--- config.mk ---
export PLATFORM = sky130hd
export DESIGN_NAME = tpm_shaper_monitor
export DESIGN_NICKNAME = d
export VERILOG_FILES = /design/src/hw/tpm_pkg.sv /design/src/hw/tpm_sample_sel.sv /design/src/hw/tpm_shaper_monitor.sv
export SDC_FILE = /design/constraint.sdc
export NUM_CORES = 1
export LEC_CHECK = 0
export BUFFER_PORTS_ARGS = -buffer_cell sky130_fd_sc_hd__buf_2
export CAP_MARGIN = 20
export CORE_ASPECT_RATIO = 0.6
export CORE_MARGIN = 2
export CORE_UTILIZATION = 30
export DETAILED_ROUTE_END_ITERATION = 8
export PLACE_DENSITY_LB_ADDON = 0.12
export SYNTH_ARGS = -nofsm -noshare
export SYNTH_HDL_FRONTEND = slang
export SYNTH_SLANG_ARGS = --single-unit
--- constraint.sdc ---
create_clock -name clk -period 1.6 [get_ports clk]
set_input_delay 0.16 -clock clk [delete_from_list [all_inputs] [get_ports clk]]
set_output_delay 0.16 -clock clk [all_outputs]
set_load 0.01 [all_outputs]
--- src/hw/tpm_pkg.sv ---
package tpm_pkg;
	localparam int SAMPLES = 16;
	localparam int AMP_W = 8;
	localparam logic [7:0] SHAPE0_RST = 8'h7b;
	localparam logic [7:0] SHAPE1_RST = 8'h03;
	localparam logic [7:0] SHAPE2_RST = 8'h40;
	localparam logic [7:0] AMP_HI_RST = 8'h38;
	localparam logic [7:0] AMP_LO_RST = 8'h00;
	localparam int AMP_HI_COUNT = 8;
	localparam int ZERO_LIMIT = 31;
	localparam int ZCNT_W = 6;
	localparam int OC_PULSES = 3;
	localparam int OCNT_W = 2;
	// internal shape used ahead of the build-out filter
	localparam logic [7:0] T1SHORT0 = 8'hd7;
	localparam logic [7:0] T1SHORT1 = 8'h22;
	localparam logic [7:0] T1SHORT2 = 8'h11;

	typedef enum logic [1:0] {ATT_0DB, ATT_7P5DB, ATT_15DB, ATT_22P5DB} tpm_att_t;

	typedef struct packed {
		logic [7:0] code0;
		logic [7:0] code1;
		logic [7:0] code2;
	} tpm_codes_t;

	typedef struct packed {
		logic onesDensity;
		logic highCurrent;
	} tpm_status_t;
endpackage

--- src/hw/tpm_sample_sel.sv ---
`timescale 1ns/1ns
module tpm_sample_sel #(
	parameter int SAMPLES = 16,
	parameter int AMP_W = 8
) (
	input wire logic [SAMPLES*AMP_W-1:0] ampFlat,
	input wire logic [3:0] sampleIdx,
	output logic signed [AMP_W-1:0] ampOut
);
	logic signed [AMP_W-1:0] amps [SAMPLES];
	genvar g;
	generate
		for (g = 0; g < SAMPLES; g++) begin : gAmp
			assign amps[g] = ampFlat[g*AMP_W +: AMP_W];
		end
	endgenerate
	assign ampOut = amps[sampleIdx];
endmodule

--- src/hw/tpm_shaper_monitor.sv ---
`timescale 1ns/1ns
//////////////////////////////////////////////////////////////////////////////
// Contract
// reset selects legacy shape codes
// legacy codes reset to 7b 03 40
// software reprograms shape after T1 switch
// legacy plus attenuation uses internal short shape
// two-bit attenuation 0/7.5/15/22.5 dB
// per-sample mode uses sixteen amplitude points
// samples 1-8 reset 38, 9-16 zero
// per-sample mode kept under attenuation
// sample amplitudes are signed
// software loads d7 22 11 T1 short
// software loads 9c 03 00 E1 120
// software loads T1 per-sample values
// three overcurrent pulses tri-state unless disabled
// release tri-state when current drops
// flag more than 31 consecutive zeros
// report overcurrent in status bit
// status change raises interrupt pulse
module tpm_shaper_monitor #(
	parameter int SAMPLES = tpm_pkg::SAMPLES,
	parameter int AMP_W = tpm_pkg::AMP_W
) (
	input wire logic clk,
	input wire logic srst,
	input wire logic shapeSourceSelect,
	input wire tpm_pkg::tpm_att_t buildOutAttenuation,
	input wire logic codeWe,
	input wire logic [1:0] codeIdx,
	input wire logic [7:0] codeWdata,
	input wire logic ampWe,
	input wire logic [3:0] ampIdx,
	input wire logic [AMP_W-1:0] ampWdata,
	input wire logic autoTristateDisable,
	input wire logic symStrobe,
	input wire logic txMark,
	input wire logic [3:0] sampleIdx,
	input wire logic overCurrentPin,
	output tpm_pkg::tpm_codes_t activeCodes,
	output tpm_pkg::tpm_codes_t legacyShapeCodes,
	output logic useSamples,
	output logic [1:0] attSelect,
	output logic signed [AMP_W-1:0] sampleAmp,
	output logic [SAMPLES*AMP_W-1:0] sampleAmplitudeRegs,
	output logic txLineOutEnable,
	output tpm_pkg::tpm_status_t lineStatusReg,
	output logic monitorIrq
);
	//////////////////////////////////////////////////////////////////////////////
	// shape registers
	logic [7:0] code0_q;
	logic [7:0] code1_q;
	logic [7:0] code2_q;
	tpm_pkg::tpm_codes_t storedCodes;
	logic [SAMPLES*AMP_W-1:0] amps_q;
	logic [7:0] srcSel_q;
	logic srcSel_d;
	logic code0Hit;
	logic code1Hit;
	logic code2Hit;
	assign srcSel_d = shapeSourceSelect;
	// index 3 has no register behind it, so a write there is dropped
	assign code0Hit = codeWe && (codeIdx == 2'h0);
	assign code1Hit = codeWe && (codeIdx == 2'h1);
	assign code2Hit = codeWe && (codeIdx == 2'h2);
	assign storedCodes = '{code0_q, code1_q, code2_q};

	always_ff @(posedge clk) begin
		if (srst) begin
			code0_q <= tpm_pkg::SHAPE0_RST;
		end else if (code0Hit) begin
			code0_q <= codeWdata;
		end
	end

	always_ff @(posedge clk) begin
		if (srst) begin
			code1_q <= tpm_pkg::SHAPE1_RST;
		end else if (code1Hit) begin
			code1_q <= codeWdata;
		end
	end

	always_ff @(posedge clk) begin
		if (srst) begin
			code2_q <= tpm_pkg::SHAPE2_RST;
		end else if (code2Hit) begin
			code2_q <= codeWdata;
		end
	end

	genvar g;
	generate
		for (g = 0; g < SAMPLES; g++) begin : gAmpReg
			logic ampHit;
			assign ampHit = ampWe && (ampIdx == 4'(g));
			always_ff @(posedge clk) begin
				if (srst) begin
					amps_q[g*AMP_W +: AMP_W] <= (g < tpm_pkg::AMP_HI_COUNT) ?
						AMP_W'(tpm_pkg::AMP_HI_RST) : AMP_W'(tpm_pkg::AMP_LO_RST);
				end else if (ampHit) begin
					amps_q[g*AMP_W +: AMP_W] <= ampWdata;
				end
			end
		end
	endgenerate

	always_ff @(posedge clk) begin
		if (srst) begin
			srcSel_q <= 8'h00;
		end else begin
			srcSel_q <= {7'h00, srcSel_d};
		end
	end

	//////////////////////////////////////////////////////////////////////////////
	// shape selection
	logic attOn;
	tpm_pkg::tpm_codes_t internalCodes;
	assign attOn = (buildOutAttenuation != tpm_pkg::ATT_0DB);
	assign internalCodes = '{tpm_pkg::T1SHORT0, tpm_pkg::T1SHORT1, tpm_pkg::T1SHORT2};
	assign useSamples = srcSel_q[0];
	assign attSelect = buildOutAttenuation;
	assign legacyShapeCodes = storedCodes;
	assign sampleAmplitudeRegs = amps_q;
	assign activeCodes = attOn ? internalCodes : storedCodes;

	tpm_sample_sel #(
		.SAMPLES(SAMPLES),
		.AMP_W(AMP_W)
	) uSel (
		.ampFlat(amps_q),
		.sampleIdx(sampleIdx),
		.ampOut(sampleAmp)
	);

	//////////////////////////////////////////////////////////////////////////////
	// line monitor; comparator is asynchronous to clk, so synchronise it
	logic ocMeta_q;
	logic ocSync_q;
	always_ff @(posedge clk) begin
		if (srst) begin
			ocMeta_q <= 1'b0;
			ocSync_q <= 1'b0;
		end else begin
			ocMeta_q <= overCurrentPin;
			ocSync_q <= ocMeta_q;
		end
	end

	logic [tpm_pkg::ZCNT_W-1:0] zeroCnt_q;
	logic [tpm_pkg::ZCNT_W-1:0] zeroCnt_d;
	logic [tpm_pkg::OCNT_W-1:0] ocCnt_q;
	logic [tpm_pkg::OCNT_W-1:0] ocCnt_d;
	logic highCur_q;
	logic highCur_d;
	logic onesDen_q;
	logic onesDen_d;
	logic irq_q;
	logic irqSet;
	logic zeroSat;
	logic ocSat;

	// the zero count saturates above the limit so a long zero run holds the flag
	assign zeroSat = (zeroCnt_q > tpm_pkg::ZCNT_W'(tpm_pkg::ZERO_LIMIT));
	assign zeroCnt_d = !symStrobe ? zeroCnt_q :
		txMark ? '0 : (zeroSat ? zeroCnt_q : zeroCnt_q + 1'b1);
	assign onesDen_d = (zeroCnt_d > tpm_pkg::ZCNT_W'(tpm_pkg::ZERO_LIMIT));
	assign ocSat = (ocCnt_q == tpm_pkg::OCNT_W'(tpm_pkg::OC_PULSES));
	assign ocCnt_d = !ocSync_q ? '0 :
		(symStrobe && txMark && !ocSat) ? ocCnt_q + 1'b1 : ocCnt_q;
	// drops as soon as the synchronised comparator falls, two clocks after the pin falls
	assign highCur_d = ocSync_q && (ocCnt_d == tpm_pkg::OCNT_W'(tpm_pkg::OC_PULSES));
	// pulses in the cycle the status changes; there is no mask and no clear
	assign irqSet = (highCur_d != highCur_q) || (onesDen_d != onesDen_q);

	always_ff @(posedge clk) begin
		if (srst) begin
			zeroCnt_q <= '0;
		end else begin
			zeroCnt_q <= zeroCnt_d;
		end
	end

	always_ff @(posedge clk) begin
		if (srst) begin
			ocCnt_q <= '0;
		end else begin
			ocCnt_q <= ocCnt_d;
		end
	end

	always_ff @(posedge clk) begin
		if (srst) begin
			highCur_q <= 1'b0;
		end else begin
			highCur_q <= highCur_d;
		end
	end

	always_ff @(posedge clk) begin
		if (srst) begin
			onesDen_q <= 1'b0;
		end else begin
			onesDen_q <= onesDen_d;
		end
	end

	always_ff @(posedge clk) begin
		if (srst) begin
			irq_q <= 1'b0;
		end else begin
			irq_q <= irqSet;
		end
	end

	assign txLineOutEnable = !(highCur_q && !autoTristateDisable);
	assign lineStatusReg = '{onesDen_q, highCur_q};
	assign monitorIrq = irq_q;
endmodule

==> results of run 1 <==
## worst min path at each step
stage                                  from                              endpoint  slack, ns  cells past startpoint
after global placement    shapeSourceSelect                srcSel_q[0]$_SDFF_PP0_       0.37                      2
after global routing                   srst  sampleAmplitudeRegs[14]$_SDFFE_PP0P_       0.08                      2
after detailed placement  shapeSourceSelect                srcSel_q[0]$_SDFF_PP0_       0.38                      2
final                                  srst  sampleAmplitudeRegs[31]$_SDFFE_PP0P_       0.08                      2
after floorplan                codeWdata[0]               code0_q[0]$_SDFFE_PP1P_       0.28                      1
after CTS                              srst  sampleAmplitudeRegs[31]$_SDFFE_PP0P_       0.07                      2
## cell usage in the layout, fill, tap and decap left out, drive strengths merged
| master | synthesis | final |
|---|---|---|
| dfxtp | 166 | 166 |
| nand3b | 18 | 18 |
| nor3b | 2 | 2 |
| mux2i | 48 | 48 |
| ha | 2 | 2 |
| clkbuf | 44 | 20 |
| xor2 | 4 | 4 |
| nor2b | 15 | 15 |
| mux4 | 32 | 32 |
| clkinv | 0 | 6 |
| nand4 | 2 | 2 |
| nand2b | 7 | 7 |
| diode | 0 | 1 |
| nor4b | 1 | 1 |
| and4 | 1 | 1 |
| nor3 | 1 | 1 |
| bufinv | 0 | 2 |
| o21ai | 72 | 72 |
| a22oi | 16 | 16 |
| a211o | 21 | 21 |
| buf | 24 | 332 |
| nand2 | 105 | 105 |
| a32o | 1 | 1 |
| nor2 | 80 | 80 |
| nand3 | 7 | 7 |
| or3 | 13 | 13 |
| clkinvlp | 0 | 4 |
| xnor2 | 3 | 3 |
| and2 | 16 | 16 |
| dlygate4sd3 | 0 | 10 |
| a21oi | 76 | 76 |
| and2b | 1 | 1 |
| inv | 7 | 7 |
## kinds of logic after synthesis
group                      after synthesis  synth area share, %
and+or+nand+nor                        269                17.48
AOI/OAI and AO/OA                      186                14.50
DFF                                    166                45.70
muxes                                   80                16.52
buffers and inverters                   75                4.611
xor gates and xnor gates                 7               0.8431
adders and majority gates                2               0.3441
## per-stage QoR
step / TNS, ns / instances / hold slack [ns] / total power [mW]
after global routing: -2.855 / 1414 / 0.07965 / 9.771
after global placement: -1.185 / 1369 / 0.3705 / 5.271
final: -2.429 / 1414 / 0.08492 / 9.429
after floorplan: 0 / 785 / 0.2779 / 4.823
after CTS: -2.669 / 1413 / 0.06544 / 9.522
after detailed placement: -1.257 / 1369 / 0.3779 / 5.270
## per-layer routing
layer	share of wire, %	vias up	global-route usage, %
li1	-	3326	-
met1	50	3279	31.59
met2	43	240	30.19
met3	6.4	18	4.212
met4	1.2	0	5.713
met5	0	-	0
## power by group
group | switching [mW] | leakage (nW) | total, mW | internal, mW
Sequential | 0.0602 | 1.35 | 4.27 | 4.21
Combinational | 0.557 | 2.95 | 0.953 | 0.396
Clock | 1.79 | 0.284 | 4.20 | 2.42
Total | 2.41 | 4.58 | 9.43 | 7.02
## Yosys cell counts, drive strengths merged, types with 13 or more instances
library cell	n	share of area [%]
nand3b	18	1.9
a211o	21	2.5
and2	16	1.4
a21oi	76	5.2
nor2	80	4.1
nor2b	15	1.3
or3	13	1.1
o21ai	72	5.0
a22oi	16	1.7
mux4	32	9.9
mux2i	48	6.6
nand2	105	5.4
buf	24	2.0
dfxtp	166	46
clkbuf	44	2.3
## sequential cells by signal, summed over array words and instances, names as in the netlist
register and count:
monitorIrq 1, code1_q 8, ocMeta_q 1, ocCnt_q 2, zeroCnt_q 6, code0_q 8, onesDen_q 1, ocSync_q 1
highCur_q 1, srcSel_q 1, sampleAmplitudeRegs 128, code2_q 8
## layout make-up
class                           instances  area, um^2  share of cell area, %
Clock buffer                           20       466.7                  4.555
Clock inverter                         12       127.6                  1.246
Antenna cell                            1       2.502                0.02443
Sequential cell                       166        3344                  32.65
Tap cell                              322       402.9                  3.933
Inverter                                7       26.28                 0.2565
Multi-Input combinational cell        544        3699                  36.10
Timing Repair Buffer                  342        2176                  21.24
## timing repair
action / in CTS / in global routing
buffers inserted: 2 / 0
hold buffers: 10 / 0
pin swaps: 6 / 3
hold endpoints to repair: 22 / 0
endpoints found under the setup margin: 8 / 8
resized for setup: 31 / 15
==> reports/qor.yml, run 1 <==
worst_hold_path:
  hp-class: "in2reg"
worst_setup_path:
  cpPeakStageDelay_ns: 0.47
  path_max_fanout: 2
  rr_endpoint: "highCur_q$_SDFF_PP0_"
  cpMaxStageDelayCell: "mux4_2"
  crit_type: "reg2out"
  crit_path_start_kind: "flop"
  crit_path_start: "sampleAmplitudeRegs[122]$_SDFFE_PP0P_"
  cp-end-kind: "output pin"
  critical_path.cell_chain: "mux4_2 > a22oi_2 > buf_4 > nand2_2 > buf_6"
  crit_cells: 5
  crit_required_ns: 1.44
  worstReg2RegStart: "ocCnt_q[0]$_SDFF_PP0_"
  reg2reg_depth: 4
  cp.arrival_ns: 1.77
  cp-endpoint: "sampleAmp[2]"
  cp_top_family: "multiplexers"
  path_buf_inv: 2
  r2r_setup_slack_ns: 0.22
synthesis:
  seq_area_frac_synth_pct: 45.70
  synth_ff_type: "dfxtp_1"
  yosysUniqueCellTypes: 34
  synth_edf_count: 0
  async_flop_share_pct: 0
  synth_seq_cells: 166
  synthesis.nets: 824
  synth_area_per_cell_um2: 9.264
  synthCells: 785
  syn_area_mm2: 0.007272
  synth_warnings: 0
drt:
  drt_iter0_markers: 504
  via_per_inst: 4.854
  totalWireLength_um: 26880
  wl_per_cell_um: 19.01
  antenna_left: 0
  via_count: 6863
  drc: 0
  first_pass_iters: 7
die:
  num_rows: 44
  die_w_um: 205.0
  ios: 228
  die-area_mm2: 0.02554
  dieHeight_um: 124.6
  coreArea_mm2: 0.02400
  start_util_pct: 30.30
placement:
  globalplace.congestion: 0.8187
  dp_hpwl_um: 19720
  dpl-instance-area_mm2: 0.009378
  post-place-ws_ns: -0.2185
  io_buffers: 227
sta:
  fin_skew_ns: 0.0009622
  worstMarginPinSlew_ns: 1.044
  fmax_mhz: 517.2
  rsz0062_at_grt: "true"
  layout_setup_ws_ns: -0.3335
  setup_violations: 8
  slew_headroom_pct: 30.26
  maxSlewViolCount: 0
  finalHoldViolCount: 0
  period_minus_slack_ns: 1.934
  period_share_pct: 120.8
global_route:
  antenna_found_initial: 2
  grt_pass1_vias: 6555
  grt_pass1_wl_um: 40180
  grt_usage_pct: 21.00
  grt_max_degree: 65
  grt-ovfl-total: 0
cells_and_area:
  final_nets: 1117
  area_growth_pct: 40.88
  nFillCells: 2440
  drive_gt1_share_pct: 39.87
  utilization_pct: 42.68
  design_area_mm2: 0.01024
clock_tree:
  cts.clk_slew.worst_paths_ns: 0.07
  clock_path_buffers: 2
  cts_tree: "built"
  htreeDepth: 4
  clk_latency_ns: 0.43
  cts_root_buffer: "clkbuf_16"
  cts_sinks: 166
  cts_buffers: 17
pwr:
  leakagePower_nw: 4.584
  pwr_density_cell_mw_per_mm2: 920.4
  vdd_ir_drop_max_uv: 648.8
flow_run:
  maxCapViolCount: 0
run_status:
  violations: "negative setup slack"
  status: "complete, but fails checks"
(Power assumes the default switching activity.)
==> inputs of run 2 (changes only) <==
--- a/config.mk
+++ b/config.mk
@@ -14,4 +14,5 @@
 export PLACE_DENSITY_LB_ADDON = 0.12
 export SYNTH_ARGS = -nofsm -noshare
 export SYNTH_HDL_FRONTEND = slang
+export SYNTH_HIERARCHICAL = 1
 export SYNTH_SLANG_ARGS = --single-unit
==> constraint.sdc (replaced) <==
create_clock -name clk -period 2 [get_ports clk]
set_input_delay 0.2 -clock clk [delete_from_list [all_inputs] [get_ports clk]]
set_output_delay 0.2 -clock clk [all_outputs]
set_load 0.01 [all_outputs]
==> reports/qor.yml, run 2 <==
placement:
  io_buffers: 227
  dp_hpwl_um: 19380
  dp_cells: 1232
  globalplace.congestion: 0.7713
synthesis:
  synthTopCellsByArea: "dfxtp_1, mux2i_1, nor2_1"
  synth_warnings: 6
  yosys.area.top_type: "dfxtp_1"
  seq_area_frac_synth_pct: 45.46
  yosysTopAreaCellShare_pct: 45.46
  async_flop_share_pct: 0
  yosysUniqueCellTypes: 40
  post_synth_most_frequent_cells: "dfxtp_1, nor2_1, mux2i_1"
  synth_area_per_cell_um2: 10.28
  syn_area_mm2: 0.007311
  synth_ff_type: "dfxtp_1"
  synthCells: 711
  yosysMostFrequentCell: "dfxtp_1"
  synth_seq_cells: 166
  synthesis.nets: 750
  synth_edf_count: 0
global_route:
  grt_usage_pct: 20.13
  grt_pass1_wl_um: 38110
  grt_pass1_vias: 5849
  antenna_found_initial: 1
  grt-ovfl-total: 0
  grt_max_degree: 62
sta:
  finalHoldViolCount: 0
  period_share_pct: 97.44
  worstMarginPinSlew_ns: 1.064
  period_minus_slack_ns: 1.949
  fin_skew_ns: 0.005356
  setup_violations: 0
  slew_headroom_pct: 28.78
  fmax_mhz: 513.2
  maxSlewViolCount: 0
worst_setup_path:
  worstReg2RegStart: "zeroCnt_q[5]$_SDFF_PP0_"
  cp.arrival_ns: 1.75
  crit_path_start_kind: "flop"
  rr_endpoint: "zeroCnt_q[4]$_SDFF_PP0_"
  r2r_setup_slack_ns: 0.66
  crit_type: "reg2out"
  reg2reg_depth: 4
  path_max_fanout: 3
  cp-end-kind: "output pin"
  crit_required_ns: 1.80
pwr:
  p_sw_mw: 1.850
  leakagePower_nw: 4.255
  pwr_density_cell_mw_per_mm2: 773.8
  combPwrFrac_pct: 8.9
  clkPwrFrac_pct: 44.7
  vdd_ir_drop_max_uv: 551.2
  pwr-share-seq_pct: 46.4
  internal-power_mw: 5.530
  netSwitchingFraction_pct: 25.07
  total_power_mw: 7.381
die:
  die-area_mm2: 0.02567
  num_rows: 44
  start_util_pct: 30.39
  coreArea_mm2: 0.02406
  die_w_um: 205.5
  dieHeight_um: 124.9
  ios: 228
worst_hold_path:
  min_to: "code0_q[0]$_SDFFE_PP1P_"
  hp-class: "in2reg"
  hp-start: "codeWdata[0]"
  hold_path_depth: 2
cells_and_area:
  multi_input_area_mm2: 0.003719
  drive_gt1_share_pct: 35.72
  nFillCells: 2455
  final_cell_mix: "buf_2, dfxtp_1, nor2_1, mux2i_1, nand2_1"
  antenna-diode-count: 0
  largest_reg_flops: 128
  final_common_cell: "buf_2"
  fin_cells: 1271
  regArea_mm2: 0.003331
  area_growth_pct: 30.46
  final_nets: 975
clock_tree:
  cts_root_buffer: "clkbuf_16"
  cts_tree: "built"
  clk_latency_ns: 0.44
  htreeDepth: 4
  cts_buffers: 17
  clock_path_buffers: 2
  cts_sinks: 166
  cts.clk_slew.worst_paths_ns: 0.07
drt:
  totalWireLength_um: 25950
  drt_iter0_markers: 390
  via_count: 6198
  highest_layer: "met4"
  met2_length_um: 10350
  wl_per_cell_um: 20.42
  antenna_left: 0
  m1WireLength_um: 13970
  first_pass_iters: 4
  wl_met3_um: 1435
  drc: 0
  via_per_inst: 4.876
flow_run:
  maxCapViolCount: 0
run_status:
  status: "complete, no violations"
-- run 2: cell types whose count changed in the layout (fill, tap and decap cells not counted), sizes merged, moves of 4 or more --
cell / before / now
a211o: 21 / 27
a21oi: 76 / 18
buf: 332 / 256
dlygate4sd3: 10 / 6
mux2i: 48 / 106
nand2: 105 / 51
nand3b: 18 / 12
nor2: 80 / 138
nor2b: 15 / 21
o21ai: 72 / 1
-- run 2: kinds of logic after synthesis --
family	synth area share, %
AO/OA/AOI/OAI	6.538
XOR/XNOR	0.7189
adder cells (fa/ha/maj)	0.3422
buffers and inverters	4.193
flip-flops	45.46
multiplexers	25.09
AND/OR/NAND/NOR	17.66
-- run 2: power groups by stage --
stage                     combinational, mW  clock [mW]  sequential [mW]
after floorplan                       0.344           0             3.51
after global placement                0.636           0             3.50
after detailed placement              0.640           0             3.50
after CTS                             0.655        3.39             3.43
after global routing                  0.709        3.52             3.43
final                                 0.657        3.30             3.43
-- run 2: how the worst max path moves through the flow --
| stage | from | to | cells past startpoint |
|---|---|---|---|
| after floorplan | sampleIdx[0] | sampleAmp[0] | 5 |
| after global placement | sampleIdx[0] | sampleAmp[3] | 6 |
| after detailed placement | sampleIdx[0] | sampleAmp[2] | 6 |
| after CTS | sampleAmplitudeRegs[9]$_SDFFE_PP0P_ | sampleAmp[1] | 4 |
| after global routing | sampleAmplitudeRegs[124]$_SDFFE_PP0P_ | sampleAmp[4] | 4 |
| final | sampleAmplitudeRegs[116]$_SDFFE_PP0P_ | sampleAmp[4] | 4 |
-- run 2: metrics by stage --
stage               utilization [%]  setup TNS (ns)  worst slack [ns]  hold slack [ns]  instance area [um^2]
global route                  39.65       -0.002567         -0.002567          0.02565                  9538
detailed placement            36.75               0            0.1495           0.4246                  8841
finish                        39.65               0           0.05127          0.01845                  9538
floorplan                         -               0            0.5227           0.3179                  7311
CTS                           39.53       -0.004539         -0.004539         0.003796                  9509
global placement              36.75               0            0.1474           0.4137                  8841
-- run 2: cell type report --
| class | count | area share [%] |
|---|---|---|
| Sequential cell | 166 | 34.92 |
| Multi-Input combinational cell | 483 | 38.99 |
| Inverter | 6 | 0.2361 |
| Clock buffer | 19 | 4.749 |
| Tap cell | 322 | 4.224 |
| Clock inverter | 13 | 1.377 |
| Timing Repair Buffer | 262 | 15.51 |
-- run 2: worst max-delay path, stage by stage, from the launching register on --
cell	delay, ns
dfxtp_1	0.33
mux4_2	0.55
a22oi_2	0.20
nand2_1	0.08
buf_2	0.15
-- run 2: repair_timing --
| item | 4_1_cts | 5_1_grt |
|---|---|---|
| setup buffers | 1 | 0 |
| setup endpoints to repair | 5 | 5 |
| pin swaps | 2 | 5 |
| hold buffers | 6 | 0 |
| gates resized for setup | 8 | 13 |
| hold endpoints to repair | 6 | 0 |
-- run 2: per-layer routing --
layer,GRT usage [%],vias up
met3,4.500,12
met2,26.32,160
met1,32.52,3092
li1,-,2934
met5,0,-
met4,4.570,0
==> inputs of run 3 (changes only) <==
--- a/config.mk
+++ b/config.mk
@@ -7,7 +7,7 @@
 export LEC_CHECK = 0
 export BUFFER_PORTS_ARGS = -buffer_cell sky130_fd_sc_hd__buf_2
 export CAP_MARGIN = 20
-export CORE_ASPECT_RATIO = 0.6
+export CORE_ASPECT_RATIO = 0.7
 export CORE_MARGIN = 2
 export CORE_UTILIZATION = 30
 export DETAILED_ROUTE_END_ITERATION = 8
==> reports/qor.yml, run 3 (synthesized netlist as in run 2, its figures left out) <==
clock_tree:
  cts_sinks: 166
  cts_setup_buffers: 0
  cts.clk_slew.worst_paths_ns: 0.07
  clock_path_buffers: 2
  htreeDepth: 4
  cts_tree: "built"
  cts_buffers: 17
  clk_latency_ns: 0.43
  cts_root_buffer: "clkbuf_16"
global_route:
  antenna_found_initial: 0
  grt_pass1_wl_um: 35920
  grt-ovfl-total: 0
  grt_max_degree: 56
  grt_usage_pct: 18.65
  grt_pass1_vias: 5819
drt:
  drc: 0
  totalWireLength_um: 23950
  drt_iter0_markers: 342
  via_per_inst: 4.728
  via_count: 5981
  antenna_left: 0
  first_pass_iters: 5
  wl_per_cell_um: 18.93
cells_and_area:
  nFillCells: 2405
  final_cell_mix: "buf_2, dfxtp_1, nor2_1, mux2i_1, nand2_1"
  drive_gt1_share_pct: 34.64
  final_common_cell: "buf_2"
  largest_reg_flops: 128
  final_nets: 973
  antenna-diode-count: 0
  area_growth_pct: 30.19
sta:
  rsz0062_at_grt: "false"
  setup_violations: 0
  period_minus_slack_ns: 1.960
  worstMarginPinSlew_ns: 1.226
  tns_ns: 0
  slew_headroom_pct: 18.11
  period_share_pct: 97.98
  fin_skew_ns: 0.008479
  maxSlewViolCount: 0
  finalHoldViolCount: 0
  fmax_mhz: 510.3
  whs_ns: 0.01290
flow_run:
  maxCapViolCount: 0
worst_setup_path:
  crit_path_start_kind: "input port"
  critical_path.cell_chain: "buf_2 > nor2b_1 > a22oi_1 > nand2_1 > buf_2"
  cpMaxStageDelayCell: "nor2b_1"
  cp_top_family: "simple AND/OR/NAND/NOR gates"
  cp_common_cell: "buf_2"
  path_max_fanout: 8
  crit_required_ns: 1.80
  path_buf_inv: 2
  cpPeakStageDelay_ns: 0.95
  cp-end-kind: "output pin"
  crit_type: "in2out"
  cp.arrival_ns: 1.76
die:
  dieHeight_um: 134.6
  start_util_pct: 30.77
  num_rows: 47
  die_w_um: 190.6
  ios: 228
  coreArea_mm2: 0.02376
  die-area_mm2: 0.02565
run_status:
  status: "complete, no violations"
placement:
  globalplace.congestion: 0.7793
  dp_hpwl_um: 17820
  io_buffers: 227
pwr:
  vdd_ir_drop_max_uv: 583.9
  pwr_density_cell_mw_per_mm2: 795.1
  leakagePower_nw: 4.252
worst_hold_path:
  hp-class: "in2reg"
[run 3: area by class of cell]
class                   count  area (um^2)  share of cell area [%]
flip-flops and latches    166         3323                   34.92
inverters                   6        22.52                  0.2366
well taps                 318        397.9                   4.180
clock buffers              18        439.2                   4.614
clock inverters            14        185.2                   1.946
multi-input cells         483         3701                   38.89
repair buffers            260         1449                   15.22
[run 3: per-layer routing]
layer | track usage [%] | part of all wire, % | vias to the layer above
li1 | - | - | 2932
met1 | 28.18 | 52 | 2875
met2 | 26.46 | 42 | 165
met3 | 4.730 | 5.7 | 9
met4 | 4.005 | 0.57 | 0
met5 | 0 | 0 | -
[run 3: path summary, 6_finish.rpt]
check | from | to | slack [ns] | depth (start not counted)
worst max-delay path | sampleIdx[3] | sampleAmp[5] | 0.04 | 5
worst min register to register | ocMeta_q$_SDFF_PP0_ | ocSync_q$_SDFF_PP0_ | 0.46 | 1
worst min-delay path | codeWdata[0] | code0_q[0]$_SDFFE_PP1P_ | 0.01 | 2
worst max register to register | ocCnt_q[0]$_SDFF_PP0_ | highCur_q$_SDFF_PP0_ | 0.65 | 4
[run 3: report_power, final]
| part | total, mW | switching [mW] | internal (mW) |
|---|---|---|---|
| Sequential | 3.42 | 0.0539 | 3.37 |
| Clock | 3.51 | 1.47 | 2.03 |
| Combinational | 0.641 | 0.380 | 0.261 |
| Total | 7.57 | 1.91 | 5.66 |
[run 3: worst register-to-register path: cells and delay by family, from the launching register on]
kind / cells / cell delay (ns)
simple gates: 2 / 0.52
flops: 1 / 0.34
xor+xnor: 1 / 0.20
fa+ha+maj: 1 / 0.19
[run 3: repair_timing]
action	CTS	global route
hold endpoints to repair	5	0
hold buffers	5	0
endpoints found under the setup margin	1	6
pin swaps	0	2
gates resized for setup	1	10
[run 3: through the flow]
| stage | total power, mW | utilization [%] | cells | worst slack (ns) | cell area [um^2] |
|---|---|---|---|---|---|
| final | 7.568 | 40.06 | 1265 | 0.04050 | 9518 |
| after global routing | 7.851 | 40.06 | 1265 | 0.001496 | 9518 |
| after CTS | 7.665 | 40.00 | 1265 | 0.004925 | 9503 |
| after detailed placement | 4.128 | 37.14 | 1228 | 0.1495 | 8823 |
| after global placement | 4.131 | 37.14 | 1228 | 0.1719 | 8823 |
| after floorplan | 3.852 | - | 711 | 0.5227 | 7311 |
